<file path="config.mk">
export PLATFORM = sky130hd
export DESIGN_NAME = acc_top
export DESIGN_NICKNAME = d
export VERILOG_FILES = /design/src/logic/acc_pkg.sv /design/src/logic/acc_core_if.sv /design/src/logic/acc_seq.sv /design/src/logic/acc_top.sv
export SDC_FILE = /design/constraint.sdc
export NUM_CORES = 1
export LEC_CHECK = 0
export ABC_AREA = 1
export ABC_CLOCK_PERIOD_IN_PS = 3600
export BUFFER_PORTS_ARGS = -buffer_cell sky130_fd_sc_hd__buf_4
export CORE_MARGIN = 2
export CORE_UTILIZATION = 50
export CTS_BUF_LIST = sky130_fd_sc_hd__clkbuf_8
export DETAILED_ROUTE_END_ITERATION = 10
export PLACE_DENSITY = 0.77
export SETUP_SLACK_MARGIN = 0.2
export SYNTH_ARGS = -nofsm -noshare
export SYNTH_HDL_FRONTEND = slang
export SYNTH_HIERARCHICAL = 1
export SYNTH_SLANG_ARGS = --single-unit
</file>
<file path="constraint.sdc">
create_clock -name clk_i -period 3.6 [get_ports clk_i]
set_input_delay 0.36 -clock clk_i [delete_from_list [all_inputs] [get_ports clk_i]]
set_output_delay 0.36 -clock clk_i [all_outputs]
set_load 0.05 [all_outputs]
</file>
<file path="src/logic/acc_pkg.sv">
// Package: register map, field layout, reset values and timing for the converter control block
package acc_pkg;

	// Register word addresses (byte addresses, one aligned 32-bit word each)
	localparam logic [7:0] ADDR_CFG      = 8'h00;
	localparam logic [7:0] ADDR_CONVERT  = 8'h04;
	localparam logic [7:0] ADDR_TEMP     = 8'h08;
	localparam logic [7:0] ADDR_DATA     = 8'h0c;
	localparam logic [7:0] ADDR_FLAG     = 8'h10;
	localparam logic [7:0] ADDR_TOUCH    = 8'h14;
	localparam logic [7:0] ADDR_IRQ_STAT = 8'h18;
	localparam logic [7:0] ADDR_IRQ_EN   = 8'h1c;
	localparam logic [7:0] ADDR_IRQ_CLR  = 8'h20;

	// Configuration fields
	localparam int CFG_DIV_HI  = 7;
	localparam int CFG_DIV_LO  = 6;
	localparam int CFG_GAIN_HI = 5;
	localparam int CFG_GAIN_LO = 4;
	localparam int CFG_OFS     = 3;
	localparam int CFG_DIFF    = 2;
	localparam int CFG_BUF     = 1;
	localparam int CFG_PWR     = 0;
	localparam logic [7:0] CFG_RESET = 8'ha0;

	// Conversion control, temperature, flag fields
	localparam int CONV_EOC  = 7;
	localparam int CONV_GO   = 0;
	localparam int TEMP_PWR  = 7;
	localparam int FLAG_EOC  = 7;
	localparam int RES_W     = 12;
	localparam logic [11:0] RES_INV_MASK = 12'hfff;

	// Interrupt status bits
	localparam int IRQ_DONE = 0;
	localparam int IRQ_W    = 1;

	// Divider codes: base clock divided by 10, 4, 6, 8
	localparam logic [1:0] DIV_CODE_10 = 2'h0;
	localparam logic [1:0] DIV_CODE_4  = 2'h1;
	localparam logic [1:0] DIV_CODE_6  = 2'h2;
	localparam logic [1:0] DIV_CODE_8  = 2'h3;
	localparam logic [3:0] DIV_10 = 4'ha;
	localparam logic [3:0] DIV_4  = 4'h4;
	localparam logic [3:0] DIV_6  = 4'h6;
	localparam logic [3:0] DIV_8  = 4'h8;

	// Conversion phases in converter clocks
	localparam logic [4:0] SAMPLE_CLKS = 5'h04;
	localparam logic [4:0] SWITCH_CLKS = 5'h01;
	localparam logic [4:0] CONV_CLKS   = 5'h0c;
	localparam logic [4:0] TOTAL_CLKS  = SAMPLE_CLKS + SWITCH_CLKS + CONV_CLKS;

	// Base clock from a 125 MHz system clock: fractional accumulator
	localparam int SYS_MHZ  = 125;
	localparam int BASE_MHZ = 32;
	localparam logic [7:0] BASE_INC = 8'(BASE_MHZ);
	localparam logic [7:0] BASE_MOD = 8'(SYS_MHZ);

	typedef enum logic [1:0] {
		ACC_IDLE,
		ACC_SAMPLE,
		ACC_CONVERT
	} acc_state_e;

endpackage

</file>
<file path="src/logic/acc_core_if.sv">
// Interface: control and result lines between the register block and the sequencer
`timescale 1ns/1ps
`default_nettype none
interface acc_core_if;
	logic        start;
	logic        power;
	logic [1:0]  div_sel;
	logic        busy;
	logic        done;
	logic [11:0] result;

	modport ctrl (output start, output power, output div_sel,
		input busy, input done, input result);
	modport seq (input start, input power, input div_sel,
		output busy, output done, output result);
endinterface
`default_nettype wire

</file>
<file path="src/logic/acc_seq.sv">
// Converter clock divider and conversion sequencer facing the analog core
`timescale 1ns/1ps
`default_nettype none
module acc_seq (
	input  wire logic        clk_i,
	input  wire logic        rst_i,
	acc_core_if.seq          cif,
	input  wire logic [11:0] core_result_i,
	output logic             core_sample_o,
	output logic             core_tick_o
);
	logic [7:0]        acc_r;
	logic              base_tick;
	logic [3:0]        div_cnt_r;
	logic [3:0]        div_max;
	logic              adc_tick;
	logic [4:0]        phase_r;
	acc_pkg::acc_state_e state_r;

	// 32 MHz base rate as an enable pulse, average exact over 125 cycles
	always_ff @(posedge clk_i) begin
		if (rst_i)
			acc_r <= '0;
		else if (acc_r + acc_pkg::BASE_INC >= acc_pkg::BASE_MOD)
			acc_r <= 8'(acc_r + acc_pkg::BASE_INC - acc_pkg::BASE_MOD);
		else
			acc_r <= 8'(acc_r + acc_pkg::BASE_INC);
	end
	assign base_tick = (acc_r + acc_pkg::BASE_INC >= acc_pkg::BASE_MOD);

	always_comb begin
		case (cif.div_sel)
			acc_pkg::DIV_CODE_10: div_max = acc_pkg::DIV_10;
			acc_pkg::DIV_CODE_4:  div_max = acc_pkg::DIV_4;
			acc_pkg::DIV_CODE_6:  div_max = acc_pkg::DIV_6;
			acc_pkg::DIV_CODE_8:  div_max = acc_pkg::DIV_8;
			default:              div_max = acc_pkg::DIV_6;
		endcase
	end

	always_ff @(posedge clk_i) begin
		if (rst_i)
			div_cnt_r <= '0;
		else if (base_tick)
			div_cnt_r <= (div_cnt_r >= 4'(div_max - 4'h1)) ? 4'h0 : 4'(div_cnt_r + 4'h1);
	end
	assign adc_tick = base_tick && (div_cnt_r >= 4'(div_max - 4'h1));

	// Seventeen converter clocks per conversion; about 1/18 with restart
	always_ff @(posedge clk_i) begin
		if (rst_i) begin
			state_r <= acc_pkg::ACC_IDLE;
			phase_r <= '0;
		end else begin
			case (state_r)
				acc_pkg::ACC_IDLE: begin
					phase_r <= '0;
					if (cif.start && cif.power)
						state_r <= acc_pkg::ACC_SAMPLE;
				end
				acc_pkg::ACC_SAMPLE: begin
					if (!cif.power)
						state_r <= acc_pkg::ACC_IDLE;
					else if (adc_tick) begin
						phase_r <= 5'(phase_r + 5'h01);
						if (phase_r == 5'(acc_pkg::SAMPLE_CLKS + acc_pkg::SWITCH_CLKS - 5'h01))
							state_r <= acc_pkg::ACC_CONVERT;
					end
				end
				acc_pkg::ACC_CONVERT: begin
					if (!cif.power)
						state_r <= acc_pkg::ACC_IDLE;
					else if (adc_tick) begin
						phase_r <= 5'(phase_r + 5'h01);
						if (phase_r == 5'(acc_pkg::TOTAL_CLKS - 5'h01))
							state_r <= acc_pkg::ACC_IDLE;
					end
				end
				default: state_r <= acc_pkg::ACC_IDLE;
			endcase
		end
	end

	// Result is captured by the register block on the done pulse
	assign cif.done   = cif.power && state_r == acc_pkg::ACC_CONVERT && adc_tick
		&& phase_r == 5'(acc_pkg::TOTAL_CLKS - 5'h01);
	assign cif.busy   = state_r != acc_pkg::ACC_IDLE;
	assign cif.result = core_result_i;
	assign core_sample_o = state_r == acc_pkg::ACC_SAMPLE && phase_r < acc_pkg::SAMPLE_CLKS;
	assign core_tick_o   = adc_tick;
endmodule
`default_nettype wire

</file>
<file path="src/logic/acc_top.sv">
// What this block does
// - Clock select divides base by 10,4,6,8
// - Conversion rate about one eighteenth of clock
// - Gain field selects quarter, half, unity, double
// - Offset test inverts twelve result bits
// - Bit 2 selects differential input
// - Bit 1 enables input buffer
// - Bit 0 powers the converter
// - End-of-conversion status from asynchronous source
// - Writing start begins conversion; self-clearing
// - Temperature sensor power bit, reserved bits kept
// - Result in bits 11:0, upper reserved
// - Finished flag cleared by control writes
// - Four sample, one switch, twelve convert clocks
`timescale 1ns/1ps
`default_nettype none
module acc_top (
	input  wire logic        clk_i,
	input  wire logic        rst_i,
	input  wire logic        wb_cyc_i,
	input  wire logic        wb_stb_i,
	input  wire logic        wb_we_i,
	input  wire logic [7:0]  wb_adr_i,
	input  wire logic [3:0]  wb_sel_i,
	input  wire logic [31:0] wb_dat_i,
	output logic [31:0]      wb_dat_o,
	output logic             wb_ack_o,
	input  wire logic        core_eoc_async_i,
	input  wire logic [11:0] core_result_i,
	output logic             core_sample_o,
	output logic             core_tick_o,
	output logic [1:0]       front_end_gain_select_o,
	output logic             differential_input_enable_o,
	output logic             input_buffer_enable_o,
	output logic             converter_power_enable_o,
	output logic             temp_sensor_power_enable_o,
	output logic             irq_o
);
	acc_core_if cif ();

	localparam int IRQ_W_C = acc_pkg::IRQ_W;

	logic [7:0]  cfg_r;
	logic        start_r;
	logic [6:0]  temp_rsv_r;
	logic        temp_pwr_r;
	logic [3:0]  data_rsv_r;
	logic [11:0] result_r;
	logic        flag_r;
	logic [6:0]  flag_rsv_r;
	logic [IRQ_W_C-1:0] irq_stat_r;
	logic [IRQ_W_C-1:0] irq_en_r;
	logic [2:0]  eoc_sync_r;
	logic        eoc_r;
	logic        ack_r;
	logic [31:0] rdata_nxt;
	logic        wr_cfg;
	logic        wr_conv;
	logic        wr_temp;
	logic        wr_data;
	logic        wr_flag;
	logic        wr_touch;
	logic        wr_en;
	logic        wr_clr;
	logic        req;

	function automatic logic hit(input logic [7:0] a, input logic [7:0] b);
		hit = (a == b);
	endfunction

	acc_seq u_seq (
		.clk_i         (clk_i),
		.rst_i         (rst_i),
		.cif           (cif),
		.core_result_i (core_result_i),
		.core_sample_o (core_sample_o),
		.core_tick_o   (core_tick_o)
	);

	assign cif.start   = start_r;
	assign cif.power   = cfg_r[acc_pkg::CFG_PWR];
	assign cif.div_sel = cfg_r[acc_pkg::CFG_DIV_HI:acc_pkg::CFG_DIV_LO];

	// Wishbone classic: one wait state, ack drops after one cycle
	assign req      = wb_cyc_i && wb_stb_i && !ack_r;
	assign wr_cfg   = req && wb_we_i && wb_sel_i[0] && hit(wb_adr_i, acc_pkg::ADDR_CFG);
	assign wr_conv  = req && wb_we_i && wb_sel_i[0] && hit(wb_adr_i, acc_pkg::ADDR_CONVERT);
	assign wr_temp  = req && wb_we_i && wb_sel_i[0] && hit(wb_adr_i, acc_pkg::ADDR_TEMP);
	assign wr_data  = req && wb_we_i && wb_sel_i[1] && hit(wb_adr_i, acc_pkg::ADDR_DATA);
	assign wr_flag  = req && wb_we_i && wb_sel_i[0] && hit(wb_adr_i, acc_pkg::ADDR_FLAG);
	assign wr_touch = req && wb_we_i && hit(wb_adr_i, acc_pkg::ADDR_TOUCH);
	assign wr_en    = req && wb_we_i && wb_sel_i[0] && hit(wb_adr_i, acc_pkg::ADDR_IRQ_EN);
	assign wr_clr   = req && wb_we_i && wb_sel_i[0] && hit(wb_adr_i, acc_pkg::ADDR_IRQ_CLR);

	always_ff @(posedge clk_i) begin
		if (rst_i)
			ack_r <= 1'b0;
		else
			ack_r <= req;
	end
	assign wb_ack_o = ack_r;

	// Configuration register
	always_ff @(posedge clk_i) begin
		if (rst_i)
			cfg_r <= acc_pkg::CFG_RESET;
		else if (wr_cfg)
			cfg_r <= wb_dat_i[7:0];
	end
	assign front_end_gain_select_o = cfg_r[acc_pkg::CFG_GAIN_HI:acc_pkg::CFG_GAIN_LO];
	assign differential_input_enable_o = cfg_r[acc_pkg::CFG_DIFF];
	assign input_buffer_enable_o = cfg_r[acc_pkg::CFG_BUF];
	assign converter_power_enable_o = cfg_r[acc_pkg::CFG_PWR];

	// Start bit: completion clears it; a write of one in that same cycle wins
	always_ff @(posedge clk_i) begin
		if (rst_i)
			start_r <= 1'b0;
		else if (wr_conv && wb_dat_i[acc_pkg::CONV_GO])
			start_r <= 1'b1;
		else if (cif.done || (wr_conv && !wb_dat_i[acc_pkg::CONV_GO]))
			start_r <= 1'b0;
		else if (!cif.busy && start_r && !cif.power)
			start_r <= 1'b0;
	end

	// Asynchronous end flag: three stages, change counts once last two agree
	always_ff @(posedge clk_i) begin
		if (rst_i) begin
			eoc_sync_r <= '0;
			eoc_r      <= 1'b0;
		end else begin
			eoc_sync_r <= {eoc_sync_r[1:0], core_eoc_async_i};
			if (eoc_sync_r[1] == eoc_sync_r[2])
				eoc_r <= eoc_sync_r[2];
		end
	end

	// Temperature sensor power and its reserved read-write bits
	always_ff @(posedge clk_i) begin
		if (rst_i) begin
			temp_pwr_r <= 1'b0;
			temp_rsv_r <= '0;
		end else if (wr_temp) begin
			temp_pwr_r <= wb_dat_i[acc_pkg::TEMP_PWR];
			temp_rsv_r <= wb_dat_i[6:0];
		end
	end
	assign temp_sensor_power_enable_o = temp_pwr_r;

	// Result register, inversion applied at capture in offset test mode
	always_ff @(posedge clk_i) begin
		if (rst_i)
			result_r <= '0;
		else if (cif.done) begin
			if (cfg_r[acc_pkg::CFG_OFS])
				result_r <= cif.result ^ acc_pkg::RES_INV_MASK;
			else
				result_r <= cif.result;
		end
	end

	always_ff @(posedge clk_i) begin
		if (rst_i)
			data_rsv_r <= '0;
		else if (wr_data)
			data_rsv_r <= wb_dat_i[15:12];
	end

	// Finished flag: completion wins over a clearing write in the same cycle
	always_ff @(posedge clk_i) begin
		if (rst_i)
			flag_r <= 1'b0;
		else if (cif.done)
			flag_r <= 1'b1;
		else if (wr_conv || wr_touch)
			flag_r <= 1'b0;
	end

	always_ff @(posedge clk_i) begin
		if (rst_i)
			flag_rsv_r <= '0;
		else if (wr_flag)
			flag_rsv_r <= wb_dat_i[6:0];
	end

	// Sticky interrupt status, write-one clear, set wins
	always_ff @(posedge clk_i) begin
		if (rst_i)
			irq_stat_r <= '0;
		else
			irq_stat_r <= (irq_stat_r & ~(wr_clr ? wb_dat_i[IRQ_W_C-1:0] : '0))
				| {cif.done};
	end

	always_ff @(posedge clk_i) begin
		if (rst_i)
			irq_en_r <= '0;
		else if (wr_en)
			irq_en_r <= wb_dat_i[IRQ_W_C-1:0];
	end
	assign irq_o = |(irq_stat_r & irq_en_r);

	// Read data registered with the ack; unmapped reads return zero
	always_comb begin
		rdata_nxt = '0;
		case (wb_adr_i)
			acc_pkg::ADDR_CFG:      rdata_nxt[7:0] = cfg_r;
			acc_pkg::ADDR_CONVERT: begin
				rdata_nxt[acc_pkg::CONV_EOC] = eoc_r;
				rdata_nxt[acc_pkg::CONV_GO]  = start_r;
			end
			acc_pkg::ADDR_TEMP:     rdata_nxt[7:0] = {temp_pwr_r, temp_rsv_r};
			acc_pkg::ADDR_DATA:     rdata_nxt[15:0] = {data_rsv_r, result_r};
			acc_pkg::ADDR_FLAG:     rdata_nxt[7:0] = {flag_r, flag_rsv_r};
			acc_pkg::ADDR_IRQ_STAT: rdata_nxt[IRQ_W_C-1:0] = irq_stat_r;
			acc_pkg::ADDR_IRQ_EN:   rdata_nxt[IRQ_W_C-1:0] = irq_en_r;
			default:                rdata_nxt = '0;
		endcase
	end

	always_ff @(posedge clk_i) begin
		if (rst_i)
			wb_dat_o <= '0;
		else if (req && !wb_we_i)
			wb_dat_o <= rdata_nxt;
	end

	// Channel selection sits in another block; touch and
	// buffer advice is left to software.
endmodule
`default_nettype wire

</file>
# Yosys cells after proc, flatten, opt, wreduce, memory -nomap -nowiden
# Index checks and enable logic that the tools add are counted.
# totals
output_inout_bits,42
input_bits,62
regBits,83
# op_classes
mux,25
reduce_logical,41
n_eq_ne,23
bitwise_logic,5
add_sub_neg,5
n_lt_le_gt_ge,3
# ops
cell,n
$eq 8x5->1 const B,4
$logic_and 1x1->1,24
$pmux 6 s4,1
$eq 8x4->1 const B,2
$mux 8,2
$pmux 4 s4,1
$mux 2,7
$mux 12,1
$ne 3x2->1 const B,4
$not 12->12,1
$mux 5,2
$pmux 5 s2,1
$add 8x6->8 const B,1
$eq 8x3->1 const B,1
$eq 8x6->1 const B,1
$ge 8x7->1 const B,1
$logic_not 8->1,1
$sub 8x7->8 const B,1
$pmux 1 s7,1
$eq 2x2->1 const B,3
$mux 1,6
$ne 2x1->1 const B,3
$pmux 2 s3,1
$reduce_bool 2->1,3
21 further kinds,29

# Logic depth before layout (Yosys ltp)
# logic_depth
word_depth,10
mapped_depth,13

# Cells and area by module
# Netlist, hierarchy kept.
# by_module_without_submodules
mod,cells_each,instances,area_each_um2
acc_top,411,1,3021.6
acc_seq,178,1,1306.3

# Worst setup path before layout
# No wires, ideal clock.
# synth_path
kind,reg2out
from,reg u_seq.state_r[1]
to,out core_sample_o
slack_ns,1.547
path_buffers,0
path_stages_with_launch,4
t_required_ns,3.240
arrival_ns,1.693
path_cell_list,dfxtp_1 inv_1 ha_1 nor3b_1
# synth_between
elab_chain_len,2
# synth_rtl
item,line,source
start: declaration,acc_seq.sv:18,acc_pkg::acc_state_e state_r;
start signal: assignment,acc_seq.sv:52,state_r <= acc_pkg::ACC_IDLE;
start signal: assignment,acc_seq.sv:59,state_r <= acc_pkg::ACC_SAMPLE;
start signal: assignment,acc_seq.sv:63,state_r <= acc_pkg::ACC_IDLE;
$eq 2x1->1,acc_seq.sv:89,assign core_sample_o = state_r == acc_pkg::ACC_SAMPLE && phase_r < acc_pkg::SAMPLE_CLKS;
$logic_and 1x1->1,acc_seq.sv:89,
end: declaration,acc_top.sv:30,"output logic core_sample_o,"
# No other way between the ends.

# Final worst setup path
# layout_path
from,reg u_seq.acc_r[5]
to,out core_tick_o
# layout_between
elab_chain_len,3
# layout_rtl
item,line,source
start: declaration,acc_seq.sv:12,logic [7:0] acc_r;
start signal: assignment,acc_seq.sv:25,acc_r <= 8'(acc_r + acc_pkg::BASE_INC - acc_pkg::BASE_MOD);
start signal: assignment,acc_seq.sv:27,acc_r <= 8'(acc_r + acc_pkg::BASE_INC);
$add 8x6->8,acc_seq.sv:29,assign base_tick = (acc_r + acc_pkg::BASE_INC >= acc_pkg::BASE_MOD);
$ge 8x7->1,acc_seq.sv:29,
$logic_and 1x1->1,acc_seq.sv:47,assign adc_tick = base_tick && (div_cnt_r >= 4'(div_max - 4'h1));
end: declaration,acc_top.sv:31,"output logic core_tick_o,"
# No other way between the ends.

==> impl_metrics.toml <==
[outcome]
outcome = "finished, final reports clean"

[critical_path]
worstPathArrival_ps = 1980
critPathRequiredTime_ps = 3240
path_max_fanout = 17
start_kind = "flip-flop"
worstSetupPathType = "flip-flop to output pin"
reg2reg_depth = 11
critPathCaptureType = "output pin"
r2r_setup_slack_ps = 1300

[power_and_ir_drop]
p_leak_nw = 2.29
pwr-share-comb_pct = 19.5
pwr_density_cell_mw_per_mm2 = 417
clockPowerShare_pct = 33.0
vdd_drop_max_mv = 0.211
power.internal_mw = 1.40
sw_frac_of_total_pct = 31.4
seqPwrFrac_pct = 47.5
total_power_mw = 2.04
power_switching_mw = 0.642

[timing]
fmax_mhz = 427
finClkSkew_ps = 9.65
post-route-min-period_ps = 2340
max-slew-margin-rel_pct = 46.5
setup_viol = 0
tns_ps = 0
post-route-period-util_pct = 65.1
hold_ws_ps = 211
slew_violations = 0
hold_violations = 0
rsz0062_at_grt = "no"
tightest_slew_ps = 802

[hold_path]
hold_depth = 3
hold_path.class = "input pin to flip-flop"

[clock_tree]
insertion_delay_ps = 350
cts_hold_buf = 0
htree_levels = 3
cts_max_path_buffers = 2
cts_root_buffer = "clkbuf_8"
cts_tree = "built"
cts_setup_buffers = 0
path_clk_slew_ps = 90
clock-sinks = 83
post_cts_resized = 0
numCtsBuffers = 9

[logic_synthesis]
yosys_warnings = 6
synth-seq-cells = 83
yosysUniqueCellTypes = 38
syn_area_sq_mm = 0.00433
synthCells = 589
ys_seq_area_share_pct = 38.4
synth_area_per_cell_sq_um = 7.35

[global_route]
grt_pass1_vias = 3553
gr-total-overflow = 0
grt_usage_pct = 20.3
grt_pass1_wl_microns = 16000
antenna_found_initial = 0
grt_max_degree = 41

[detailed_routing]
drc = 0
wl_per_cell_microns = 12.5
viasPerCell = 5.01
wl_microns = 9300
drtPass1Iterations = 4
drt-initial-drc-count = 197
ant_nets = 0
dr_total_vias = 3731

[cells_and_area]
drive_gt1_share_pct = 19.1
nNetsFinal = 710
syn2layout_area_growth_pct = 13.0
nFillCells = 772
final_util_pct = 58.9
antenna_cells = 0

[floorplanning]
design.core.area_sq_mm = 0.00830
die-area_sq_mm = 0.00942
design.portCount = 104
die_w_microns = 97.0
die_h_microns = 97.0
start_util_pct = 52.1
num_rows = 33

[run]
max-cap-violations = 0

[placement]
port_buffers = 65
dp_hpwl_microns = 6840
gp_congestion = 0.906
[critical path, cell delays in order (launching register included)]
cell	delay [ps]
dfxtp_1	410
inv_1	80
ha_1	340
nor2_2	130
nand3_2	80
nand2_4	190
nand2_1	100
inv_1	100
buf_4	200
[synthesized netlist by cell type (all sizes together)]
cell    instances  area [sq um]
clkbuf          9          33.8
inv            71           269
a21oi          50           250
conb            1          3.75
buf            38           285
dfxtp          83          1660
xor2           15           131
o21ai          61           309
a211oi          1          7.51
nand4           4          40.0
nor2           92           415
ha             14           175
xnor2           2          25.0
or2             2          12.5
nand2         101           439
nor3            5          30.0
o211ai          1          7.51
nand3          35           190
clkinv          2          13.8
nor3b           1          7.51
nand3b          1          20.0
[cell families (layout without fill, tap and decap cells)]
logic type / count (synthesis) / count (layout) / synth area share (%)
xor+xnor: 17 / 17 / 3.61
fa+ha+maj: 14 / 14 / 4.05
compound gates: 113 / 113 / 13.3
buf+inv: 120 / 155 / 13.9
flops: 83 / 83 / 38.4
simple gates: 241 / 241 / 26.7
other cells: 1 / 16 / 0.0866
[layout by cell type, fill, tap and decap left out, drive strengths merged]
cell / count
nor3: 5
nand2: 101
inv: 73
clkinv: 4
xor2: 15
nor2: 92
a211oi: 1
bufinv: 1
clkinvlp: 2
a21oi: 50
o211ai: 1
ha: 14
nand3: 35
clkbuf: 9
dfxtp: 83
nand4: 4
buf: 66
conb: 16
nand3b: 1
or2: 2
nor3b: 1
o21ai: 61
xnor2: 2
[worst paths after layout]
path                                   from                   endpoint
setup / recovery  u_seq/acc_r[5]$_SDFF_PP0_                core_tick_o
hold / removal             core_eoc_async_i   eoc_sync_r[0]$_SDFF_PP0_
setup reg to reg  u_seq/acc_r[5]$_SDFF_PP0_  result_r[11]$_SDFFE_PP0P_
hold reg to reg    eoc_sync_r[0]$_SDFF_PP0_   eoc_sync_r[1]$_SDFF_PP0_
[layer usage]
| metal | track usage (%) | wire, microns | vias up |
|---|---|---|---|
| met5 | 0 | 0 | - |
| met1 | 25.6 | 4140 | 1717 |
| met3 | 4.48 | 482 | 9 |
| li1 | - | - | 1912 |
| met4 | 6.39 | 139 | 0 |
| met2 | 34.5 | 4530 | 93 |
[state kept, by name, indices dropped and copies added (netlist names)]
name / flops
temp_sensor_power_enable_o: 1
eoc_sync_r: 3
wb_ack_o: 1
irq_stat_r: 1
data_rsv_r: 4
u_seq/div_cnt_r: 4
flag_r: 1
irq_en_r: 1
wb_dat_o: 16
temp_rsv_r: 7
cfg_r: 8
eoc_r: 1
u_seq/acc_r: 8
u_seq/phase_r: 5
u_seq/state_r: 2
flag_rsv_r: 7
cif.start: 1
result_r: 12
[per-stage QoR]
step	std cells	instance area (sq um)	worst slack, ps
5_1_grt	744	4890	1090
3_3_place_gp	728	4690	1410
4_1_cts	744	4890	1240
6_report	744	4890	1260
3_5_place_dp	728	4690	1340
2_1_floorplan	604	4380	1550
[power by group through the flow]
stage               clock (mW)  sequential [mW]  combinational, mW
global route             0.735            0.973              0.441
detailed placement           0            0.990              0.392
CTS                      0.692            0.968              0.396
floorplan                    0            0.987              0.308
finish                   0.675            0.969              0.398
global placement             0            0.986              0.376
[cell type report]
class	count	area (sq um)	share of cell area, %
inverters	73	283	5.78
clock buffers	9	124	2.53
multi-input cells	401	2120	43.4
well taps	105	131	2.69
repair buffers	66	495	10.1
flip-flops and latches	83	1660	34.0
clock inverters	7	76.3	1.56
No activity file was read; power rests on OpenSTA's default activity.
